===== config.mk =====
export PLATFORM = sky130hd
export DESIGN_NAME = pixel_output_processing
export DESIGN_NICKNAME = d
export VERILOG_FILES = /design/src/hdl/pixel_output_processing_pkg.sv /design/src/hdl/pixel_output_processing.sv
export VERILOG_INCLUDE_DIRS = /design/src /design/src/hdl
export SDC_FILE = /design/constraint.sdc
export NUM_CORES = 1
export LEC_CHECK = 0
export BUFFER_PORTS_ARGS = -buffer_cell sky130_fd_sc_hd__buf_2
export CORE_UTILIZATION = 32
export CTS_BUF_LIST = sky130_fd_sc_hd__clkbuf_16
export DETAILED_ROUTE_END_ITERATION = 8
export PLACE_DENSITY_LB_ADDON = 0.2
export SYNTH_ARGS = -nofsm -noshare
export SYNTH_HDL_FRONTEND = slang
export SYNTH_SLANG_ARGS = --single-unit

===== constraint.sdc =====
create_clock -name clk_in -period 25 [get_ports clk_in]
set_input_delay 7.5 -clock clk_in [delete_from_list [all_inputs] [get_ports clk_in]]
set_output_delay 7.5 -clock clk_in [all_outputs]
set_load 0.005 [all_outputs]

===== src/hdl/pixel_output_processing_map.svh =====
// register offsets, reset values and fixed counts of the pixel output path
`ifndef PIXEL_OUTPUT_PROCESSING_MAP_SVH
`define PIXEL_OUTPUT_PROCESSING_MAP_SVH
`define ADDR_OUTPUT_WORD_WIDTH 7'h07
`define ADDR_SERIAL_BIT_ORDER 7'h0a
`define ADDR_GAIN_EVEN_ROW_EVEN_COL 7'h1e
`define ADDR_GAIN_EVEN_ROW_ODD_COL 7'h1f
`define ADDR_GAIN_ODD_ROW_EVEN_COL 7'h20
`define ADDR_GAIN_ODD_ROW_ODD_COL 7'h21
`define ADDR_TARGET_BLACK_LEVEL 7'h3a
`define ADDR_SQUEEZE_ENABLE 7'h41
`define ADDR_SQUEEZE_KNEE_LEVEL 7'h42
`define ADDR_SQUEEZE_DIVISOR_SELECT 7'h44
`define ADDR_BLACK_AUTO_BYPASS 7'h5d
`define ADDR_FIXED_ADC_BLACK_LEVEL 7'h5e
`define RST_OUTPUT_WORD_WIDTH 2'h2
`define RST_SERIAL_BIT_ORDER 1'h0
`define RST_GAIN 8'h0f
`define RST_TARGET_BLACK_LEVEL 13'h001e
`define RST_SQUEEZE_ENABLE 1'h0
`define RST_SQUEEZE_KNEE_LEVEL 13'h0000
`define RST_SQUEEZE_DIVISOR_SELECT 2'h0
`define RST_BLACK_AUTO_BYPASS 1'h0
`define RST_FIXED_ADC_BLACK_LEVEL 13'h0000
`define WIDTH_CODE_10 2'h1
`define WIDTH_CODE_12 2'h2
`define MAX_10_BIT 13'h03ff
`define MAX_12_BIT 13'h0fff
`define MAX_13_BIT 13'h1fff
`define UNITY_GAIN 8'h0f
`define BLACK_SAMPLE_SHIFT 4
`define BLACK_SAMPLE_LAST 5'h0f
`define GAIN_SHIFT 4
`define FIFO_DEPTH 8
`define FIFO_WIDTH 17
`endif


===== src/hdl/pixel_output_processing_pkg.sv =====
// types shared by the pixel output path
package pixel_output_processing_pkg;
   typedef enum logic [0:0] {ST_RUN, ST_PAD} lane_state_e;
   typedef logic [12:0] pixel_t;
endpackage


===== src/hdl/pixel_output_processing.sv =====
// pixel output path: black mapping, parity gain, knee squeeze, lane split, serialiser
// Functional notes
// - spread row region over used lanes, ascending column order on each lane
// - bit-order setting picks lsb-first or msb-first serial transmission
// - bit order acts only within a pixel word, same for either width
// - output equals adc value minus adc black plus target, clipped to range
// - target black level is a 13-bit value; controller should program at least 30
// - bypass clear: adc black level measured per row from shielded pixels
// - bypass set: fixed 13-bit value used as constant adc black level
// - four gains chosen by row and column parity of the pixel
// - gain equals setting plus one, divided by sixteen
// - setting 15 is unity, 255 sixteen-fold, 0 one-sixteenth
// - gain applied after black level correction
// - one enable bit switches squeeze off when clear, on when set
// - values up to knee pass unchanged, excess above knee divided by ratio
// - divisor select 0..3 gives ratio 2, 4, 8, 16
// - width code 1 gives 10-bit, 2 gives 12-bit; controller never writes 0
// - equal pixel count per lane; last lane pads dummy pixels when short
// - with n lanes selected, lanes 0 to n-1 are used
`timescale 1ns/100ps
`include "pixel_output_processing_map.svh"

module pixel_fifo
#(
   parameter int WIDTH = 17,
   parameter int DEPTH = 8
)
(
   input wire logic clk_in,
   input wire logic resetn_in,
   input wire logic wr_valid_in,
   output logic wr_ready_out,
   input wire logic [WIDTH-1:0] wr_data_in,
   output logic rd_valid_out,
   input wire logic rd_ready_in,
   output logic [WIDTH-1:0] rd_data_out
);
   localparam int AW = $clog2(DEPTH);
   logic [WIDTH-1:0] mem [DEPTH];
   logic [AW-1:0] wr_ptr;
   logic [AW-1:0] rd_ptr;
   logic [AW:0] fill;
   wire push = wr_valid_in && wr_ready_out;
   wire pop = rd_valid_out && rd_ready_in;
   assign wr_ready_out = (fill != DEPTH[AW:0]);
   assign rd_valid_out = (fill != '0);
   assign rd_data_out = mem[rd_ptr];

   always_ff @(posedge clk_in)
   begin
      if (push)
      begin
         mem[wr_ptr] <= wr_data_in;
      end
   end

   always_ff @(posedge clk_in or negedge resetn_in)
   begin
      if (!resetn_in)
      begin
         wr_ptr <= '0;
         rd_ptr <= '0;
         fill <= '0;
      end
      else
      begin
         if (push)
            wr_ptr <= wr_ptr + 1'b1;
         if (pop)
            rd_ptr <= rd_ptr + 1'b1;
         if (push && !pop)
            fill <= fill + 1'b1;
         else if (pop && !push)
            fill <= fill - 1'b1;
      end
   end
endmodule // pixel_fifo

module pixel_output_processing
   import pixel_output_processing_pkg::*;
(
   input wire logic clk_in,
   input wire logic resetn_in,
   input wire logic reg_wr_in,
   input wire logic reg_rd_in,
   input wire logic [6:0] reg_addr_in,
   input wire logic [12:0] reg_wdata_in,
   output logic [12:0] reg_rdata_out,
   input wire logic [13:0] pixels_per_channel_in,
   input wire logic [3:0] used_channel_count_in,
   input wire logic shield_valid_in,
   input wire logic [12:0] shield_data_in,
   input wire logic pix_valid_in,
   output logic pix_ready_out,
   input wire logic [12:0] pix_data_in,
   input wire logic pix_row_odd_in,
   input wire logic pix_col_odd_in,
   input wire logic pix_row_last_in,
   output logic serial_bit_out,
   output logic serial_valid_out,
   output logic serial_word_start_out,
   output logic serial_dummy_out,
   output logic [3:0] pixel_serial_lane_out
);
   logic [1:0] output_word_width;
   logic serial_bit_order;
   logic [12:0] target_black_level;
   logic squeeze_enable;
   logic [12:0] squeeze_knee_level;
   logic [1:0] squeeze_divisor_select;
   logic black_auto_bypass;
   logic [12:0] fixed_adc_black_level;
   logic [7:0] parity_channel_gain [4];

   // register port
   wire sel_width = (reg_addr_in == `ADDR_OUTPUT_WORD_WIDTH);
   wire sel_order = (reg_addr_in == `ADDR_SERIAL_BIT_ORDER);
   wire sel_target = (reg_addr_in == `ADDR_TARGET_BLACK_LEVEL);
   wire sel_sq_en = (reg_addr_in == `ADDR_SQUEEZE_ENABLE);
   wire sel_knee = (reg_addr_in == `ADDR_SQUEEZE_KNEE_LEVEL);
   wire sel_div = (reg_addr_in == `ADDR_SQUEEZE_DIVISOR_SELECT);
   wire sel_bypass = (reg_addr_in == `ADDR_BLACK_AUTO_BYPASS);
   wire sel_fixed = (reg_addr_in == `ADDR_FIXED_ADC_BLACK_LEVEL);
   wire sel_gain_any = (reg_addr_in >= `ADDR_GAIN_EVEN_ROW_EVEN_COL) &&
                       (reg_addr_in <= `ADDR_GAIN_ODD_ROW_ODD_COL);
   wire [1:0] gain_index = 2'(reg_addr_in - `ADDR_GAIN_EVEN_ROW_EVEN_COL);
   logic [12:0] read_mux;

   always_comb
   begin
      read_mux = 13'h0000;
      if (sel_width)
         read_mux = {11'h000, output_word_width};
      else if (sel_order)
         read_mux = {12'h000, serial_bit_order};
      else if (sel_target)
         read_mux = target_black_level;
      else if (sel_sq_en)
         read_mux = {12'h000, squeeze_enable};
      else if (sel_knee)
         read_mux = squeeze_knee_level;
      else if (sel_div)
         read_mux = {11'h000, squeeze_divisor_select};
      else if (sel_bypass)
         read_mux = {12'h000, black_auto_bypass};
      else if (sel_fixed)
         read_mux = fixed_adc_black_level;
      else if (sel_gain_any)
         read_mux = {5'h00, parity_channel_gain[gain_index]};
   end

   always_ff @(posedge clk_in or negedge resetn_in)
   begin
      if (!resetn_in)
      begin
         output_word_width <= `RST_OUTPUT_WORD_WIDTH;
         serial_bit_order <= `RST_SERIAL_BIT_ORDER;
         target_black_level <= `RST_TARGET_BLACK_LEVEL;
         squeeze_enable <= `RST_SQUEEZE_ENABLE;
         squeeze_knee_level <= `RST_SQUEEZE_KNEE_LEVEL;
         squeeze_divisor_select <= `RST_SQUEEZE_DIVISOR_SELECT;
         black_auto_bypass <= `RST_BLACK_AUTO_BYPASS;
         fixed_adc_black_level <= `RST_FIXED_ADC_BLACK_LEVEL;
         reg_rdata_out <= 13'h0000;
      end
      else
      begin
         if (reg_rd_in)
            reg_rdata_out <= read_mux;
         if (reg_wr_in && sel_width)
            output_word_width <= reg_wdata_in[1:0];
         if (reg_wr_in && sel_order)
            serial_bit_order <= reg_wdata_in[0];
         if (reg_wr_in && sel_target)
            target_black_level <= reg_wdata_in;
         if (reg_wr_in && sel_sq_en)
            squeeze_enable <= reg_wdata_in[0];
         if (reg_wr_in && sel_knee)
            squeeze_knee_level <= reg_wdata_in;
         if (reg_wr_in && sel_div)
            squeeze_divisor_select <= reg_wdata_in[1:0];
         if (reg_wr_in && sel_bypass)
            black_auto_bypass <= reg_wdata_in[0];
         if (reg_wr_in && sel_fixed)
            fixed_adc_black_level <= reg_wdata_in;
      end
   end

   genvar gi;
   generate
      for (gi = 0; gi < 4; gi++)
      begin : g_gain
         always_ff @(posedge clk_in or negedge resetn_in)
         begin
            if (!resetn_in)
               parity_channel_gain[gi] <= `RST_GAIN;
            else if (reg_wr_in && sel_gain_any && gain_index == 2'(gi))
               parity_channel_gain[gi] <= reg_wdata_in[7:0];
         end
      end
   endgenerate

   // per-row black level from shielded samples; a short row keeps the old level
   logic [16:0] shield_sum;
   logic [4:0] shield_count;
   logic [12:0] black_auto;
   wire [16:0] shield_sum_next = shield_sum + {4'h0, shield_data_in};
   wire shield_done = shield_valid_in && (shield_count == `BLACK_SAMPLE_LAST);

   always_ff @(posedge clk_in or negedge resetn_in)
   begin
      if (!resetn_in)
      begin
         shield_sum <= 17'h0_0000;
         shield_count <= 5'h00;
         black_auto <= 13'h0000;
      end
      else if (shield_valid_in)
      begin
         shield_sum <= shield_done ? 17'h0_0000 : shield_sum_next;
         shield_count <= shield_done ? 5'h00 : shield_count + 5'h01;
         if (shield_done)
            black_auto <= shield_sum_next[`BLACK_SAMPLE_SHIFT +: 13];
      end
   end

   wire [12:0] black_adc = black_auto_bypass ? fixed_adc_black_level : black_auto;

   // stage 1: black mapping with clip; signed arithmetic keeps the underflow visible
   wire signed [14:0] mapped = $signed({2'b00, pix_data_in}) - $signed({2'b00, black_adc})
                               + $signed({2'b00, target_black_level});
   wire [12:0] mapped_clip = mapped[14] ? 13'h0000 :
                             (mapped[13] ? `MAX_13_BIT : mapped[12:0]);
   logic s1_val;
   logic [12:0] s1_data;
   logic [1:0] s1_parity;
   logic s1_last;
   lane_state_e state;
   logic [13:0] lane_cnt;
   logic [3:0] lane_idx;
   wire fifo_wr_ready;
   wire take_in = pix_valid_in && pix_ready_out;
   wire s1_fire = s1_val && fifo_wr_ready && (state == ST_RUN);

   // stage 2 (combinational): gain after black mapping, squeeze, width clip
   wire [8:0] gain_factor = {1'b0, parity_channel_gain[s1_parity]} + 9'h001;
   wire [21:0] gain_product = s1_data * gain_factor;
   wire [17:0] gain_scaled = gain_product[21:`GAIN_SHIFT];
   wire [12:0] gain_clip = (gain_scaled > {5'h00, `MAX_13_BIT}) ? `MAX_13_BIT :
                           gain_scaled[12:0];
   wire [12:0] excess = gain_clip - squeeze_knee_level;
   wire [3:0] div_shift = {2'b00, squeeze_divisor_select} + 4'h1;
   wire [12:0] squeezed = (squeeze_enable && gain_clip > squeeze_knee_level) ?
                          squeeze_knee_level + (excess >> div_shift) : gain_clip;
   wire [12:0] width_max = (output_word_width == `WIDTH_CODE_10) ? `MAX_10_BIT : `MAX_12_BIT;
   wire [12:0] out_pixel = (squeezed > width_max) ? width_max : squeezed;

   // lane allocation at the fifo input
   wire lane_full = (lane_cnt == pixels_per_channel_in - 14'h0001);
   wire lane_top = (lane_idx == used_channel_count_in - 4'h1);
   wire pad_push = (state == ST_PAD) && fifo_wr_ready;
   wire fifo_push = s1_fire || pad_push;
   // pad words carry zero so a stale pixel never leaks onto the padded lane
   wire [11:0] lane_word = (state == ST_PAD) ? 12'h000 : out_pixel[11:0];
   wire [16:0] fifo_wr_data = {(state == ST_PAD), lane_idx, lane_word};
   lane_state_e next_state;
   logic next_s1_val;

   always_comb
   begin
      next_state = state;
      if (state == ST_RUN && s1_fire && s1_last && !lane_full)
         next_state = ST_PAD;
      else if (state == ST_PAD && pad_push && lane_full)
         next_state = ST_RUN;
      next_s1_val = take_in ? 1'b1 : (s1_fire ? 1'b0 : s1_val);
   end

   always_ff @(posedge clk_in or negedge resetn_in)
   begin
      if (!resetn_in)
      begin
         s1_val <= 1'b0;
         s1_data <= 13'h0000;
         s1_parity <= 2'h0;
         s1_last <= 1'b0;
         pix_ready_out <= 1'b0;
         state <= ST_RUN;
      end
      else
      begin
         s1_val <= next_s1_val;
         state <= next_state;
         // half-rate acceptance keeps the ready output a flop without a skid buffer
         pix_ready_out <= !next_s1_val && (next_state == ST_RUN);
         if (take_in)
         begin
            s1_data <= mapped_clip;
            s1_parity <= {pix_row_odd_in, pix_col_odd_in};
            s1_last <= pix_row_last_in;
         end
      end
   end

   always_ff @(posedge clk_in or negedge resetn_in)
   begin
      if (!resetn_in)
      begin
         lane_cnt <= 14'h0000;
         lane_idx <= 4'h0;
      end
      else if (fifo_push)
      begin
         if ((s1_fire && s1_last && lane_full) || (pad_push && lane_full))
         begin
            lane_cnt <= 14'h0000;
            lane_idx <= 4'h0;
         end
         else if (lane_full)
         begin
            lane_cnt <= 14'h0000;
            if (!lane_top)
               lane_idx <= lane_idx + 4'h1;
         end
         else
            lane_cnt <= lane_cnt + 14'h0001;
      end
   end

   wire fifo_rd_valid;
   logic fifo_rd_ready;
   wire [16:0] fifo_rd_data;

   pixel_fifo #(.WIDTH(`FIFO_WIDTH), .DEPTH(`FIFO_DEPTH)) u_fifo
   (
      .clk_in(clk_in),
      .resetn_in(resetn_in),
      .wr_valid_in(fifo_push),
      .wr_ready_out(fifo_wr_ready),
      .wr_data_in(fifo_wr_data),
      .rd_valid_out(fifo_rd_valid),
      .rd_ready_in(fifo_rd_ready),
      .rd_data_out(fifo_rd_data)
   );

   // serialiser: one bit per clock, word length from the width code
   logic busy;
   logic [11:0] cur_word;
   logic [3:0] bit_idx;
   wire [3:0] word_bits = (output_word_width == `WIDTH_CODE_10) ? 4'ha : 4'hc;
   wire [3:0] last_idx = word_bits - 4'h1;
   wire [3:0] pick_idx = serial_bit_order ? (last_idx - bit_idx) : bit_idx;
   assign fifo_rd_ready = !busy;

   always_ff @(posedge clk_in or negedge resetn_in)
   begin
      if (!resetn_in)
      begin
         busy <= 1'b0;
         cur_word <= 12'h000;
         bit_idx <= 4'h0;
         serial_bit_out <= 1'b0;
         serial_valid_out <= 1'b0;
         serial_word_start_out <= 1'b0;
         serial_dummy_out <= 1'b0;
         pixel_serial_lane_out <= 4'h0;
      end
      else
      begin
         serial_word_start_out <= 1'b0;
         if (!busy && fifo_rd_valid)
         begin
            busy <= 1'b1;
            cur_word <= fifo_rd_data[11:0];
            serial_dummy_out <= fifo_rd_data[16];
            pixel_serial_lane_out <= fifo_rd_data[15:12];
            bit_idx <= 4'h0;
            serial_valid_out <= 1'b0;
         end
         else if (busy)
         begin
            serial_bit_out <= cur_word[pick_idx];
            serial_valid_out <= 1'b1;
            serial_word_start_out <= (bit_idx == 4'h0);
            bit_idx <= bit_idx + 4'h1;
            if (bit_idx == last_idx)
               busy <= 1'b0;
         end
         else
            serial_valid_out <= 1'b0;
      end
   end
endmodule // pixel_output_processing


==> impl_metrics.ini, run 1 <==
[run_status]
status = finished clean

[route]
dr.pass1.iters = 7
drc = 0
drt_iter0_markers = 790
antenna_left = 0
wl_per_cell_um = 19.0
routed_wl_um = 56600
num_vias = 15200
via_per_inst = 5.11

[power_and_ir_drop]
power_frac_seq_pct = 37.6
switchingPower_w = 0.000748
clockPowerShare_pct = 24.9
intPower_w = 0.00136
powerDensity_nw_per_um2 = 85.8
pwr-share-comb_pct = 37.5
p_leak_nw = 10.5
swShare_pct = 35.6
ir_drop_v = 0.0000812

[clocking]
clock_path_buffers = 3
clockRootBuffer = clkbuf_16
cts_tree = yes
clkTransAtPathRegs_ps = 60
h-tree-depth = 2
cts_made_buffers = 39
cts_hold_buf = 0
post_cts_buffers = 0
postCtsResizedCells = 0
clkLatencyLatePin_ps = 560
clkSinkCount = 334

[critical_path]
cp.buffers_inverters = 5
end_kind = flop
cpPeakStageDelay_ps = 910
cpMostUsedCell = ha_1
cp-start-kind = flop
worstPathArrival_ps = 15720
worst_ep_required_time_ps = 25260
crit_type = flop to flop
r2r_slack_ps = 9540
path_max_fanout = 16
critPathTopFamily = compound AO/OA/AOI/OAI gates
crit_slowest_cell = o21ai_0

[yosys]
yosysUniqueCellTypes = 77
synthCells = 2010
synth_largest_area_cell = dfrtp_1
syn-cell-area_um2 = 21900
synth_fp_nets = 2290
ys_seq_elements = 334
async_reset_ff_share_pct = 59.3
ys_top_cells_by_area = dfrtp_1, edfxtp_1, fa_1
yosysWarnings = 0
syn_area_per_cell_um2 = 10.9
synth_edf_count = 136
yosys.area.top_type_share_pct = 20.2
synth_flop_cell = dfrtp_1
ys_seq_area_share_pct = 41.4

[grt]
grt_pass1_vias = 15900
grt_max_degree = 78
grt-ovfl-total = 0
track_usage_pct = 16.6
antenna_found_initial = 2
grt_pass1_wl_um = 90500

[timing]
setup_viol = 0
finalCritPeriodShare_pct = 61.8
timing.fmax_mhz = 64.7
finClkSkew_ps = 27.6
worst_pin_slew_ps = 1210
hold_viol_final = 0
rsz0062_at_grt = false
maxSlewHeadroom_pct = 18.9
tns_ps = 0
slew_viol_final = 0
fin_crit_ps = 15460

[place]
place_inst = 2913
place_area_um2 = 23400
port_buffers = 94
place_congestion = 0.862
dpl.hpwl_um = 41500

[die]
rows = 95
die_h_um = 264
initial_utilization_pct = 32.5
pin_count = 95
core_um2 = 67500
die-area_um2 = 69500
dieWidth_um = 264

[layout]
final_core_util_pct = 36.3
final_cell_mix = inv_1, dfrtp_1, nand2_1
final_cell_area_um2 = 24500
layout.cells.non_filler = 2983
layout_commonest_cell = inv_1
area_growth_syn_to_layout_pct = 11.9
fill_cells = 6688
drive_above_1_share_pct = 16.8
finalNetCount = 2361
n_antenna_cell = 0

[hold_path]
hold_class = flop to flop

[run]
cap_violations = 0
[through the flow]
step,worst slack [ps],hold WS [ps],total power (W)
after floorplan,12010,446,0.00137
after global placement,10060,478,0.00158
after detailed placement,9580,479,0.00160
after CTS,9500,492,0.00214
after global routing,8190,523,0.00225
final,9540,486,0.00210
[cell type report]
class,instances,area [um^2],area share (%)
tap,873,1090,4.45
multi-input combinational,1420,11900,48.6
clock buffer,39,976,3.98
timing repair buffer,116,646,2.63
clock inverter,31,189,0.770
sequential,334,9070,37.0
inverter,170,638,2.60
[synthesized netlist by cell type (16+ instances only)]
| cell | count |
|---|---|
| a31oi_1 | 19 |
| inv_1 | 170 |
| mux2i_1 | 48 |
| ha_1 | 123 |
| and3_1 | 16 |
| xnor2_1 | 74 |
| xor2_1 | 42 |
| dfstp_2 | 21 |
| a21oi_1 | 87 |
| nor2b_1 | 56 |
| nand2b_1 | 30 |
| dfrtp_1 | 177 |
| and2_1 | 33 |
| o21ai_0 | 97 |
| nand2_1 | 167 |
| fa_1 | 84 |
| mux2_2 | 88 |
| nor2_1 | 125 |
| nand3_1 | 28 |
| edfxtp_1 | 136 |
| clkbuf_1 | 70 |
| o22ai_1 | 16 |
| a21o_1 | 23 |
| nor3_1 | 37 |
| mux4_2 | 52 |
[power groups by stage]
stage                     Clock (W)  Combinational, W  Sequential (W)
after detailed placement          0          0.000798        0.000803
after global routing       0.000563          0.000883        0.000807
after floorplan                   0          0.000599        0.000770
final                      0.000523          0.000789        0.000792
after CTS                  0.000542          0.000803        0.000794
after global placement            0          0.000785        0.000798
[layer usage]
layer,part of all wire (%),global-route usage [%],up-vias
met5,0.039,0,-
met4,2.4,4.58,4
met3,3.6,2.12,82
met2,47,27.8,310
met1,47,22.4,7579
li1,-,-,7269
[tightest hold or removal path, cell delays in order, from the launching register on]
cell,delay [ps]
dfrtp_1,340
nand2_1,50
o21ai_0,60
[state kept, by name (all words and copies together) (netlist names), 2 cells and up]
name	cells
pixel_serial_lane_out	4
s1_parity	2
shield_sum	17
output_word_width	2
u_fifo.rd_ptr	3
shield_count	5
u_fifo.mem	136
lane_cnt	14
target_black_level	13
u_fifo.wr_ptr	3
black_auto	13
fixed_adc_black_level	13
s1_data	13
cur_word	12
u_fifo.fill	4
bit_idx	4
parity_channel_gain	32
lane_idx	4
squeeze_divisor_select	2
squeeze_knee_level	13
reg_rdata_out	13
[final timing paths]
check	from	end	cells after the start
worst max-delay path	s1_parity[0]	u_fifo.mem[7][11]	54
worst min-delay path	black_auto[10]	black_auto[10]	2
worst max register to register	s1_parity[0]	u_fifo.mem[7][11]	54
worst min register to register	black_auto[10]	black_auto[10]	2
max in group asynchronous	resetn_in	fixed_adc_black_level[2]	2
min in group asynchronous	resetn_in	cur_word[8]	1
[cells by family (layout without fill, tap and decap cells)]
logic type	Yosys count	in the layout	synth area share, %
AND/OR/NAND/NOR	568	568	12.9
multiplexers	188	188	12.1
adder cells (fa/ha/maj)	207	207	14.7
flip-flops	334	334	41.4
buffers and inverters	256	356	4.45
XOR/XNOR	116	116	4.64
AO/OA/AOI/OAI	341	341	9.87
(Power assumes the default switching activity.)
==> run 2: changes to the inputs <==
==> constraint.sdc (replaced) <==
create_clock -name clk_in -period 14.57 [get_ports clk_in]
set_input_delay 4.371 -clock clk_in [delete_from_list [all_inputs] [get_ports clk_in]]
set_output_delay 4.371 -clock clk_in [all_outputs]
set_load 0.005 [all_outputs]
==> run 2 against run 1 <==
Register-to-register slack lost 8500 ps. Global-route usage shrank 0.17 points. Clock-buffer cell count grew 1. Core utilization grew 0.22 points. Die area is the same. First-iteration DRC count grew 10%. Combinational power grew 71%. Worst setup slack lost 8500 ps. Critical path type unchanged. Critical endpoint is now u_fifo.mem[6][10]. Largest power group unchanged. Highest routed layer unchanged.
==> impl_metrics.ini, run 2 (synthesized netlist as in run 1, its figures left out) <==
[run_status]
status = finished clean

[clocking]
clock_path_buffers = 3
cts_tree = yes
cts_made_buffers = 39
h-tree-depth = 2
clkTransAtPathRegs_ps = 60
clkSinkCount = 334
clkLatencyLatePin_ps = 550
clockRootBuffer = clkbuf_16

[timing]
finClkSkew_ps = 14.3
fin_crit_ps = 13490
setup_viol = 0
finalCritPeriodShare_pct = 92.6
slew_viol_final = 0
hold_viol_final = 0
timing.fmax_mhz = 74.1
maxSlewHeadroom_pct = 26.4
layout_setup_ws_ps = 1080
rsz0062_at_grt = false
worst_pin_slew_ps = 1100
tns_ps = 0

[run]
cap_violations = 0

[layout]
drive_above_1_share_pct = 17.3
final_cell_area_um2 = 24700
final_cell_mix = inv_1, dfrtp_1, nand2_1
top_regs = u_fifo.mem x136, parity_channel_gain x32, shield_sum x17
area_growth_syn_to_layout_pct = 12.6
layout.cells.non_filler = 2993
largest_reg_flops = 136
regMostFlops = u_fifo.mem
finalNetCount = 2368
final_core_util_pct = 36.6
layout_commonest_cell = inv_1

[critical_path]
cpPeakStageDelay_ps = 550
crit_slowest_cell = fa_1
r2r_cells = 56
worst_ep_required_time_ps = 14880
crit_start = s1_parity[0]
cp-start-kind = flop
end_kind = flop
worstPathArrival_ps = 13800
r2r_start = s1_parity[0]
crit_type = flop to flop
path_max_fanout = 16

[hold_path]
whs_path_depth = 2
hold_class = flop to flop
min_from = black_auto[10]

[route]
dr.pass1.iters = 7
drc = 0
num_vias = 15300
antenna_left = 0
routed_wl_um = 56500
drt_iter0_markers = 869
wl_per_cell_um = 18.9
via_per_inst = 5.12

[die]
rows = 95
pin_count = 95
die_h_um = 264
dieWidth_um = 264
core_um2 = 67500
initial_utilization_pct = 32.5
die-area_um2 = 69500

[grt]
track_usage_pct = 16.4
grt_pass1_wl_um = 90100
grt_pass1_vias = 15900
antenna_found_initial = 2
grt_max_degree = 81
grt-ovfl-total = 0

[place]
port_buffers = 94
place_inst = 2920
place_congestion = 0.898
preCtsSetupSlack_ps = 556
place_area_um2 = 23400
dpl.hpwl_um = 41300

[power_and_ir_drop]
ir_drop_v = 0.000101
p_leak_nw = 10.6
powerDensity_nw_per_um2 = 148
run 2: cell count changes in the layout (fill, tap and decap cells not counted), sizes merged:
cell and change:
buf +7, clkinv -7, inv +6, bufinv +2
clkbuf +1, diode +1
run 2: metrics by stage:
stage,hold WS [ps],power (W)
final,487,0.00365
after global routing,515,0.00391
after global placement,479,0.00272
after detailed placement,479,0.00274
after floorplan,446,0.00235
after CTS,491,0.00371
run 2: worst paths after layout:
path / end / slack (ps)
max in group asynchronous: shield_sum[8] / 9290
min reg2reg: black_auto[10] / 490
max reg2reg: u_fifo.mem[6][10] / 1080
min in group asynchronous: bit_idx[1] / 3840
min: black_auto[10] / 490
max: u_fifo.mem[6][10] / 1080
run 2: layout make-up:
class / count / area, um^2
Antenna cell: 1 / 2.50
Clock buffer: 40 / 1000
Clock inverter: 32 / 234
Fill cell: 6730 / 42800
Inverter: 170 / 638
Multi-Input combinational cell: 1420 / 11900
Sequential cell: 334 / 9070
Tap cell: 873 / 1090
Timing Repair Buffer: 123 / 698
run 2: per-layer routing:
layer	vias to the layer above	GRT usage (%)	wire length [um]
met3	77	2.37	2370
met1	7656	22.5	26600
met2	332	27.0	26200
met4	2	4.43	1390
li1	7272	-	-
met5	-	0	15
run 2: critical path: cells and delay by family (launching register included):
| family | cells | cell delay [ps] |
|---|---|---|
| compound gates | 19 | 4360 |
| xor+xnor | 1 | 130 |
| fa+ha+maj | 9 | 3610 |
| buf+inv | 7 | 910 |
| flops | 1 | 520 |
| mux | 2 | 690 |
| simple gates | 18 | 3030 |
run 2: repair_timing:
action,in CTS,in global routing
gates resized for setup,0,5
hold buffers,0,0
setup endpoints to repair,0,96
buffers inserted,0,0
run 2: report_power, final:
part	internal, W	switching (W)	leakage, nW
logic	0.000605	0.000745	6.20
clock network	0.000552	0.000390	0.655
registers	0.00122	0.000143	3.71
